===== config.mk =====
export PLATFORM = sky130hd
export DESIGN_NAME = srd_cmd_decoder
export DESIGN_NICKNAME = d
export VERILOG_FILES = /design/src/srd_pkg.sv /design/src/srd_target_map.sv /design/src/srd_cmd_decoder.sv
export SDC_FILE = /design/constraint.sdc
export NUM_CORES = 1
export LEC_CHECK = 0
export ABC_AREA = 1
export BUFFER_PORTS_ARGS = -buffer_cell sky130_fd_sc_hd__buf_2
export CELL_PAD_IN_SITES_DETAIL_PLACEMENT = 1
export CELL_PAD_IN_SITES_GLOBAL_PLACEMENT = 2
export CORE_ASPECT_RATIO = 0.75
export CORE_MARGIN = 3
export CORE_UTILIZATION = 34
export DETAILED_ROUTE_END_ITERATION = 6
export PLACE_DENSITY_LB_ADDON = 0.1
export SYNTH_ARGS = -nofsm -noshare
export SYNTH_HDL_FRONTEND = slang
export SYNTH_HIERARCHICAL = 1
export SYNTH_SLANG_ARGS = --single-unit

===== constraint.sdc =====
create_clock -name core_clk -period 2.5 [get_ports core_clk]
set_input_delay 0 -clock core_clk [delete_from_list [all_inputs] [get_ports core_clk]]
set_output_delay 0 -clock core_clk [all_outputs]
set_load 0.02 [all_outputs]

===== src/srd_pkg.sv =====
`default_nettype none
package srd_pkg;
  // ==========================================================
  // Command byte layout
  localparam int SRD_CMD_W = 8;
  localparam int SRD_EN_BIT = 7;
  localparam int SRD_DIR_BIT = 6;
  localparam int SRD_CODE_W = 6;
  localparam int SRD_MAX_W = 24;
  localparam logic [7:0] SRD_CMD_RST = 8'h00;
  localparam logic [7:0] SRD_STATUS_RST = 8'h80;
  localparam logic [4:0] SRD_CNT_W8 = 5'h07;
  // ==========================================================
  // Target codes
  localparam logic [5:0] SRD_C_STATUS = 6'h00;
  localparam logic [5:0] SRD_C_ADCMODE = 6'h01;
  localparam logic [5:0] SRD_C_IFMODE = 6'h02;
  localparam logic [5:0] SRD_C_CHECKSUM = 6'h03;
  localparam logic [5:0] SRD_C_DATA = 6'h04;
  localparam logic [5:0] SRD_C_GPIO = 6'h06;
  localparam logic [5:0] SRD_C_IDENT = 6'h07;
  localparam logic [3:0] SRD_G_CHANNEL = 4'h4;
  localparam logic [3:0] SRD_G_SETUP = 4'h8;
  localparam logic [3:0] SRD_G_FILTER = 4'hA;
  localparam logic [3:0] SRD_G_OFFSET = 4'hC;
  localparam logic [3:0] SRD_G_GAIN = 4'hE;
  // ==========================================================
  // Types
  typedef enum logic [1:0] {
    SRD_ST_CMD = 2'b00,
    SRD_ST_WR = 2'b01,
    SRD_ST_RD = 2'b11
  } srd_state_e;
  typedef enum logic [3:0] {
    SRD_K_NONE, SRD_K_STATUS, SRD_K_ADCMODE, SRD_K_IFMODE,
    SRD_K_CHECKSUM, SRD_K_DATA, SRD_K_GPIO, SRD_K_IDENT,
    SRD_K_CHANNEL, SRD_K_SETUP, SRD_K_FILTER, SRD_K_OFFSET,
    SRD_K_GAIN
  } srd_kind_e;
  typedef struct packed {
    logic valid;
    srd_kind_e kind;
    logic [1:0] idx;
    logic [4:0] last_bit;
  } srd_target_s;
endpackage
`default_nettype wire


===== src/srd_target_map.sv =====
`default_nettype none
module srd_target_map
  import srd_pkg::*;
(
  input wire logic [SRD_CODE_W-1:0] code,
  output srd_target_s tgt
);
  always_comb
  begin
    tgt.valid = 1'b1;
    tgt.kind = SRD_K_NONE;
    tgt.idx = code[1:0];
    tgt.last_bit = 5'h0F;
    if (code == SRD_C_STATUS)
    begin
      tgt.kind = SRD_K_STATUS;
      tgt.last_bit = SRD_CNT_W8;
    end
    else if (code == SRD_C_ADCMODE)
      tgt.kind = SRD_K_ADCMODE;
    else if (code == SRD_C_IFMODE)
      tgt.kind = SRD_K_IFMODE;
    else if (code == SRD_C_CHECKSUM)
    begin
      tgt.kind = SRD_K_CHECKSUM;
      tgt.last_bit = 5'h17;
    end
    else if (code == SRD_C_DATA)
    begin
      tgt.kind = SRD_K_DATA;
      tgt.last_bit = 5'h17;
    end
    else if (code == SRD_C_GPIO)
      tgt.kind = SRD_K_GPIO;
    else if (code == SRD_C_IDENT)
      tgt.kind = SRD_K_IDENT;
    else if (code[5:2] == SRD_G_CHANNEL)
      tgt.kind = SRD_K_CHANNEL;
    else if (code[5:2] == SRD_G_SETUP)
      tgt.kind = SRD_K_SETUP;
    else if (code[5:2] == SRD_G_FILTER)
      tgt.kind = SRD_K_FILTER;
    else if (code[5:2] == SRD_G_OFFSET)
    begin
      tgt.kind = SRD_K_OFFSET;
      tgt.last_bit = 5'h17;
    end
    else if (code[5:2] == SRD_G_GAIN)
    begin
      tgt.kind = SRD_K_GAIN;
      tgt.last_bit = 5'h17;
    end
    else
    begin
      tgt.valid = 1'b0;
      tgt.idx = 2'b00;
      tgt.last_bit = SRD_CNT_W8;
    end
  end
endmodule
`default_nettype wire


===== src/srd_cmd_decoder.sv =====
// What this block does
// - The command byte picks the target and direction of the next transfer.
// - A byte is taken as a command only when its bit 7 is low.
// - Bit 6 low means a register write follows, high means a read.
// - The low six bits of the byte are the target register code.
// - Codes 0-4, 6 and 7 select status to identification registers.
// - Codes 0x10-0x13, 0x30-0x33, 0x38-0x3B select channel, offset, gain.
// - Codes 0x20-0x23 select setup configuration registers 0 to 3.
// - Codes 0x28-0x2B select filter configuration registers 0 to 3.
// - The command register resets to zero and is write-only.
// - A read of code 0 returns the 8-bit status, reset value 0x80.
`default_nettype none
module srd_cmd_decoder
  import srd_pkg::*;
#(
  parameter int CMD_W = SRD_CMD_W,
  parameter int DATA_W = SRD_MAX_W
)
(
  input wire logic core_clk,
  input wire logic rstn,
  input wire logic cs_n,
  input wire logic sclk,
  input wire logic din,
  output logic dout,
  output logic dout_oe,
  input wire logic [7:0] status_in,
  input wire logic [DATA_W-1:0] rd_data,
  output logic [SRD_CODE_W-1:0] rd_code,
  output logic rd_req,
  output logic wr_stb,
  output logic [SRD_CODE_W-1:0] wr_code,
  output logic [DATA_W-1:0] wr_data
);
  // ==========================================================
  // Elaboration checks
  if (CMD_W != SRD_CMD_W || DATA_W != SRD_MAX_W)
  begin : g_bad_width
    $error("srd_cmd_decoder: unsupported width parameter");
  end

  // ==========================================================
  // Declarations
  srd_state_e state_q;
  logic [CMD_W-1:0] cmd_q;
  logic [CMD_W-1:0] shift_in_q;
  logic [DATA_W-1:0] wdata_q;
  logic [DATA_W-1:0] rshift_q;
  logic [4:0] cnt_q;
  logic loaded_q;
  logic sclk_q;
  logic [7:0] status_q;
  logic dout_q;
  logic dout_oe_q;
  logic [SRD_CODE_W-1:0] rd_code_q;
  logic rd_req_q;
  logic wr_stb_q;
  logic [SRD_CODE_W-1:0] wr_code_q;
  logic [DATA_W-1:0] wr_data_q;
  logic rise;
  logic fall;
  logic [CMD_W-1:0] byte_in;
  logic [DATA_W-1:0] src;
  logic [DATA_W-1:0] src_aligned;
  srd_target_s tgt;

  // Pins are synchronous to core_clk, so the edge is seen directly
  assign rise = sclk & ~sclk_q;
  assign fall = ~sclk & sclk_q;
  assign byte_in = {shift_in_q[CMD_W-2:0], din};

  // decode of the stored target code
  srd_target_map u_map (
    .code(cmd_q[SRD_CODE_W-1:0]),
    .tgt(tgt)
  );

  // ==========================================================
  // Clock edge tracking
  always_ff @(posedge core_clk or negedge rstn)
  begin
    if (!rstn)
      sclk_q <= 1'b1;
    else
      sclk_q <= sclk;
  end

  // ==========================================================
  // Status register
  // status reset and capture
  always_ff @(posedge core_clk or negedge rstn)
  begin
    if (!rstn)
      status_q <= SRD_STATUS_RST;
    else
      status_q <= status_in;
  end

  // ==========================================================
  // Transaction sequencer
  always_ff @(posedge core_clk or negedge rstn)
  begin
    if (!rstn)
    begin
      state_q <= SRD_ST_CMD;
      cmd_q <= SRD_CMD_RST;
      shift_in_q <= SRD_CMD_RST;
      wdata_q <= '0;
      cnt_q <= 5'h00;
    end
    else if (cs_n)
    begin
      // Deselect aborts a half-done transfer; nothing is committed
      state_q <= SRD_ST_CMD;
      cnt_q <= 5'h00;
    end
    else if (rise)
    begin
      case (state_q)
        SRD_ST_CMD:
        begin
          shift_in_q <= byte_in;
          cnt_q <= cnt_q + 5'h01;
          if (cnt_q == SRD_CNT_W8)
          begin
            cnt_q <= 5'h00;
            // accept only with bit 7 low
            if (!byte_in[SRD_EN_BIT])
            begin
              cmd_q <= byte_in;
              // Short writes must not carry bits of an earlier transfer
              wdata_q <= '0;
              state_q <= byte_in[SRD_DIR_BIT] ? SRD_ST_RD : SRD_ST_WR;
            end
          end
        end
        SRD_ST_WR:
        begin
          wdata_q <= {wdata_q[DATA_W-2:0], din};
          cnt_q <= cnt_q + 5'h01;
          // back to command wait after full width
          if (cnt_q == tgt.last_bit)
          begin
            cnt_q <= 5'h00;
            state_q <= SRD_ST_CMD;
          end
        end
        SRD_ST_RD:
        begin
          cnt_q <= cnt_q + 5'h01;
          // back to command wait after full width
          if (cnt_q == tgt.last_bit)
          begin
            cnt_q <= 5'h00;
            state_q <= SRD_ST_CMD;
          end
        end
        default:
        begin
          state_q <= SRD_ST_CMD;
          cnt_q <= 5'h00;
        end
      endcase
    end
  end

  // ==========================================================
  // Write commit
  always_ff @(posedge core_clk or negedge rstn)
  begin
    if (!rstn)
    begin
      wr_stb_q <= 1'b0;
      wr_code_q <= '0;
      wr_data_q <= '0;
    end
    else
    begin
      wr_stb_q <= 1'b0;
      if (!cs_n && rise && state_q == SRD_ST_WR &&
          cnt_q == tgt.last_bit)
      begin
        // unmapped and read-only status writes are dropped
        wr_stb_q <= tgt.valid && (tgt.kind != SRD_K_STATUS);
        // Dropped writes leave the last committed code and data alone
        if (tgt.valid && (tgt.kind != SRD_K_STATUS))
        begin
          wr_code_q <= cmd_q[SRD_CODE_W-1:0];
          wr_data_q <= {wdata_q[DATA_W-2:0], din};
        end
      end
    end
  end

  // ==========================================================
  // Read request toward the register file
  always_ff @(posedge core_clk or negedge rstn)
  begin
    if (!rstn)
    begin
      rd_req_q <= 1'b0;
      rd_code_q <= '0;
    end
    else
    begin
      rd_req_q <= 1'b0;
      if (!cs_n && rise && state_q == SRD_ST_CMD &&
          cnt_q == SRD_CNT_W8 && !byte_in[SRD_EN_BIT] &&
          byte_in[SRD_DIR_BIT])
      begin
        rd_req_q <= 1'b1;
        rd_code_q <= byte_in[SRD_CODE_W-1:0];
      end
    end
  end

  // ==========================================================
  // Read data source
  always_comb
  begin
    src = rd_data;
    if (tgt.kind == SRD_K_STATUS)
      src = {16'h0000, status_q};
    else if (!tgt.valid)
      src = '0;
    if (tgt.last_bit == SRD_CNT_W8)
      src_aligned = {src[7:0], 16'h0000};
    else if (tgt.last_bit == 5'h0F)
      src_aligned = {src[15:0], 8'h00};
    else
      src_aligned = src;
  end

  // ==========================================================
  // Read shifter, changes on the falling serial edge
  always_ff @(posedge core_clk or negedge rstn)
  begin
    if (!rstn)
    begin
      rshift_q <= '0;
      loaded_q <= 1'b0;
      dout_q <= 1'b0;
    end
    else if (cs_n || state_q != SRD_ST_RD)
      loaded_q <= 1'b0;
    else if (fall)
    begin
      loaded_q <= 1'b1;
      if (!loaded_q)
      begin
        // Sampled here, a full half bit after the request pulse
        rshift_q <= {src_aligned[DATA_W-2:0], 1'b0};
        dout_q <= src_aligned[DATA_W-1];
      end
      else
      begin
        rshift_q <= {rshift_q[DATA_W-2:0], 1'b0};
        dout_q <= rshift_q[DATA_W-1];
      end
    end
  end

  // ==========================================================
  // Output enable
  always_ff @(posedge core_clk or negedge rstn)
  begin
    if (!rstn)
      dout_oe_q <= 1'b0;
    else
      dout_oe_q <= ~cs_n;
  end

  assign dout = dout_q;
  assign dout_oe = dout_oe_q;
  assign rd_code = rd_code_q;
  assign rd_req = rd_req_q;
  assign wr_stb = wr_stb_q;
  assign wr_code = wr_code_q;
  assign wr_data = wr_data_q;
endmodule
`default_nettype wire


== Word-level counts from Yosys, hierarchy flattened ==
Cells that the tools add are included.

* Register bits: 117
* Bits of input ports: 37
* Output and inout bits: 40
* Word-level logic and storage cells: 135

* Add/sub/neg operators: 1
* Equality and inequality tests: 25
* Muxes and demuxes: 63
* Bitwise logic cells: 7
* Reduce and logical (&&, ||, !) cells: 23

{| class="wikitable"
|+ Operators by type and width
! kind !! number
|-
| $mux 24 || 5
|-
| $mux 5 || 11
|-
| $mux 4 || 12
|-
| $mux 23 || 2
|-
| $pmux 23 s2 || 1
|-
| $mux 7 || 5
|-
| $eq 6x3->1 const B || 3
|-
| $mux 1 || 17
|-
| $eq 4x4->1 const B || 4
|-
| $mux 2 || 8
|-
| $eq 6x2->1 const B || 2
|-
| $eq 5x3->1 const B || 2
|-
| $pmux 5 s2 || 1
|-
| $reduce_and 5->1 || 2
|-
| $logic_and 1x1->1 || 8
|-
| $eq 6x1->1 const B || 1
|-
| $logic_not 6->1 || 1
|-
| $ne 2x2->1 const B || 3
|-
| $ne 3x3->1 const B || 2
|-
| $reduce_bool 2->1 || 3
|-
| $add 5x1->5 const B || 1
|-
| $eq 5x4->1 const B || 1
|-
| $eq 5x5->1 || 1
|-
| $not 1->1 || 5
|-
| 15 further kinds || 18
|}

== Logic depth before layout (Yosys ltp) ==
* Depth in word-level cells: 18
* Depth in mapped cells: 17

== Cells and area by module ==
The synthesis kept the hierarchy.

{| class="wikitable"
|+ By module, submodules not included
! module !! times used !! cells an instance !! area each (sq um) !! sequential area each (sq um)
|-
| srd_cmd_decoder || 1 || 685 || 5586.6 || 2905.3
|-
| srd_target_map || 1 || 62 || 285.3 || 0.0
|}

== Worst setup path after synthesis ==
OpenSTA, ideal clock, no wires.

* Path kind: register -> register
* Start point: reg cmd_q[5]
* End point: reg wr_code_q[1], in the netlist wr_code[1]
* Library setup time: 0.117 ns
* Arrival time: 1.777 ns
* Required time: 2.383 ns
* Slack: 0.607 ns
* Stages on the path, launching flop included: 14
* Buffers on the path: 1
* Period minus slack after synthesis: 1.893 ns
* Path through: dfrtp_1 > nor2_2 > nand2_1 > nor2_1 > o21ai_1 > nand2_1 > nor2_4 > nand2_1 > nand2_1 > nor3_2 > nand2_2 > buf_2 > nand2_1 > nand2_1

{| class="wikitable"
|+ RTL lines
! element !! RTL line !! text
|-
| start, declared || srd_cmd_decoder.sv:45 || <nowiki>logic [CMD_W-1:0] cmd_q;</nowiki>
|-
| start signal, assigned || srd_cmd_decoder.sv:130 || <nowiki>cmd_q <= byte_in;</nowiki>
|-
| end signal, assigned || srd_cmd_decoder.sv:188 || <nowiki>wr_code_q <= cmd_q[SRD_CODE_W-1:0];</nowiki>
|-
| end, declared || srd_cmd_decoder.sv:58 || <nowiki>logic [SRD_CODE_W-1:0] wr_code_q;</nowiki>
|}

==> out/qor.csv <==
stage,metric,value,unit
placement,dp_slack,0.0792,ns
worst_setup_path,rrSetupSlack,0.28,ns
worst_setup_path,crit_path_max_incr_delay,0.48,ns
worst_setup_path,startpoint_type,flip-flop,
sta,fin_crit_sh,88.8,%
placement,gp_congestion,0.802,
floorplan,coreArea,16400,sq um
routing,wl_per_cell,15.7,microns
routing,dr.pass1.iters,4,
placement,place_hpwl,11.7,mm
floorplan,chipWidth,157,microns
clock_network,cts_buffers,17,
routing,dr_wl_met2,7.37,mm
clock_network,cts.sinks,116,
placement,io_buffers,76,
global_route,track_usage,19.0,%
sta,rsz0062_at_grt,false,
routing,dr_wl_met3,614,microns
sta,timing.slew.headroom,47.7,%
clock_network,cts_setup_buffers,0,
sta,fin_skew,0.00739,ns
clock_network,clockRootBuffer,clkbuf_16,
floorplan,die_y,120,microns
sta,fin_ws,0.280,ns
synthesis,syn_inst,740,
sta,period_minus_slack,2.22,ns
clock_network,cts_tree,built,
floorplan,initial_core_util,35.6,%
sta,finalSetupViolCount,0,
sta,slew_violations,0,
final_layout,diodes,0,
sta,setup_tns,0,ns
worst_setup_path,critPathRequiredTime,2.84,ns
final_layout,fillers,2024,
routing,ant_nets,0,
run_status,status,completed,
worst_setup_path,crit_top_cell,nand2_1,
sta,fmax,0.451,GHz
synthesis,ys_warn_count,6,
clock_network,clk_pin_slew,0.05,ns
worst_setup_path,cp_slowest_cell,dfrtp_1,
sta,whs,0.0260,ns
clock_network,clock_path_buffers,2,
global_route,gr-total-overflow,0,
global_route,grt_pass1_wl,28.1,mm
sta,worst-slew-pin-transition,0.784,ns
min_path,hold_class,primary input to flip-flop,
placement,placed_cells,1012,
sta,finalHoldViolCount,0,
routing,drt_iter0_markers,269,
clock_network,clock_latency,0.42,ns
global_route,grt_pass1_vias,5446,
floorplan,pin_count,77,
routing,viasPerCell,4.80,
synthesis,netlist_area,5840,sq um
final_layout,drive_above_1_share,23.3,%
final_layout,num-nets-final,876,
floorplan,rows,40,
flow_run,drv_cap,0,
floorplan,die_area,18800,sq um
global_route,antenna_found_initial,0,
routing,vias,5089,
worst_setup_path,path_max_fanout,17,
routing,top_layer,met4,
clock_network,htree_levels,4,
global_route,grt_max_degree,44,
synthesis,syn_area_per_cell,7.89,sq um
routing,wl,16.6,mm
pwr,p_leak,3.85,nW
worst_setup_path,path_cells,"inv_1, nor2_2, nand2_1, a21oi_1, inv_1, nand2_1, nor2_4, nand2_1, buf_4, buf_4, nand2_1, a21oi_1, nand3_1, a21oi_1",
worst_setup_path,crit_arrival,2.56,ns
routing,drc,0,
final_layout,syn_to_final_growth,24.1,%
worst_setup_path,crit_type,flip-flop to flip-flop,
pwr,power.density,653,nW/um^2
routing,routedLengthMet1,8.49,mm
worst_setup_path,worstSetupEndpointType,flip-flop,
pwr,ir_drop,0.365,mV
final_layout,final_cells,1061,
==> metrics by stage <==
| step | power [mW] | area [sq um] | utilization, % |
|---|---|---|---|
| final | 4.73 | 7250 | 44.2 |
| after global routing | 4.94 | 7250 | 44.2 |
| after CTS | 4.80 | 7230 | 44.0 |
| after detailed placement | 2.24 | 6450 | 39.3 |
| after global placement | 2.23 | 6450 | 39.3 |
| after floorplan | 2.11 | 5850 | - |
==> what timing repair did <==
item                                    in CTS  in global routing
hold endpoints to repair                    60                  0
gates resized for setup                      0                  9
endpoints found under the setup margin       0                 45
hold buffers                                17                  0
==> layout make-up <==
class	count	area [sq um]	area share (%)
Inverter	62	233	3.21
Timing Repair Buffer	112	749	10.3
Tap cell	210	263	3.62
Clock buffer	21	450	6.21
Multi-Input combinational cell	529	2500	34.4
Clock inverter	11	150	2.07
Sequential cell	116	2910	40.1
==> worst max-delay path, delay by kind of cell (launching register included) <==
kind            cells  cell delay [ns]
simple gates        7             0.64
buf+inv             4             0.60
compound gates      3             0.43
flops               1             0.48
==> layout by cell type, fill, tap and decap left out, types with 2 or more instances in the layout <==
cell type	count
a21oi_1	42
a21oi_2	11
a22oi_1	3
buf_12	4
buf_2	75
buf_4	15
bufinv_16	3
clkbuf_1	3
clkbuf_16	17
clkinv_2	2
clkinvlp_4	2
conb_1	3
dfrtp_1	111
dfrtp_2	3
dfstp_2	2
dlygate4sd3_1	17
inv_1	52
inv_2	9
inv_6	3
nand2_1	291
nand2_2	5
nand3_1	49
nand3_2	5
nand3b_1	2
nor2_1	41
nor2_2	8
nor2_4	5
nor3_2	2
o21ai_0	12
o21ai_1	18
o21ai_2	23
xor2_1	2
==> worst paths after layout <==
check,start,end,cells after the start
setup / recovery,cmd_q[2],rshift_q[19],14
hold / removal,rd_data[13],rshift_q[14],5
setup reg to reg,cmd_q[2],rshift_q[19],14
hold reg to reg,wr_data[2],wr_data[2],2
max in group asynchronous,rstn,status_q[7],3
min in group asynchronous,rstn,rd_code[5],2
==> power breakdown <==
group	switching, mW	internal, mW
Clock	0.910	1.60
Combinational	0.161	0.0945
Sequential	0.0361	1.93
==> metal layers <==
layer  track usage (%)  up-vias
met5                 0        -
met1              27.2     2484
met2              28.3       70
li1                  -     2521
met3              5.55       14
met4              4.50        0
==> registers in the layout, indices dropped and copies added (netlist names), 2 cells and up <==
register	cells
wr_data	24
status_q	8
state_q	2
shift_in_q	7
cnt_q	5
wdata_q	23
cmd_q	6
rd_code	6
wr_code	6
rshift_q	23
(Power assumes the default switching activity.)
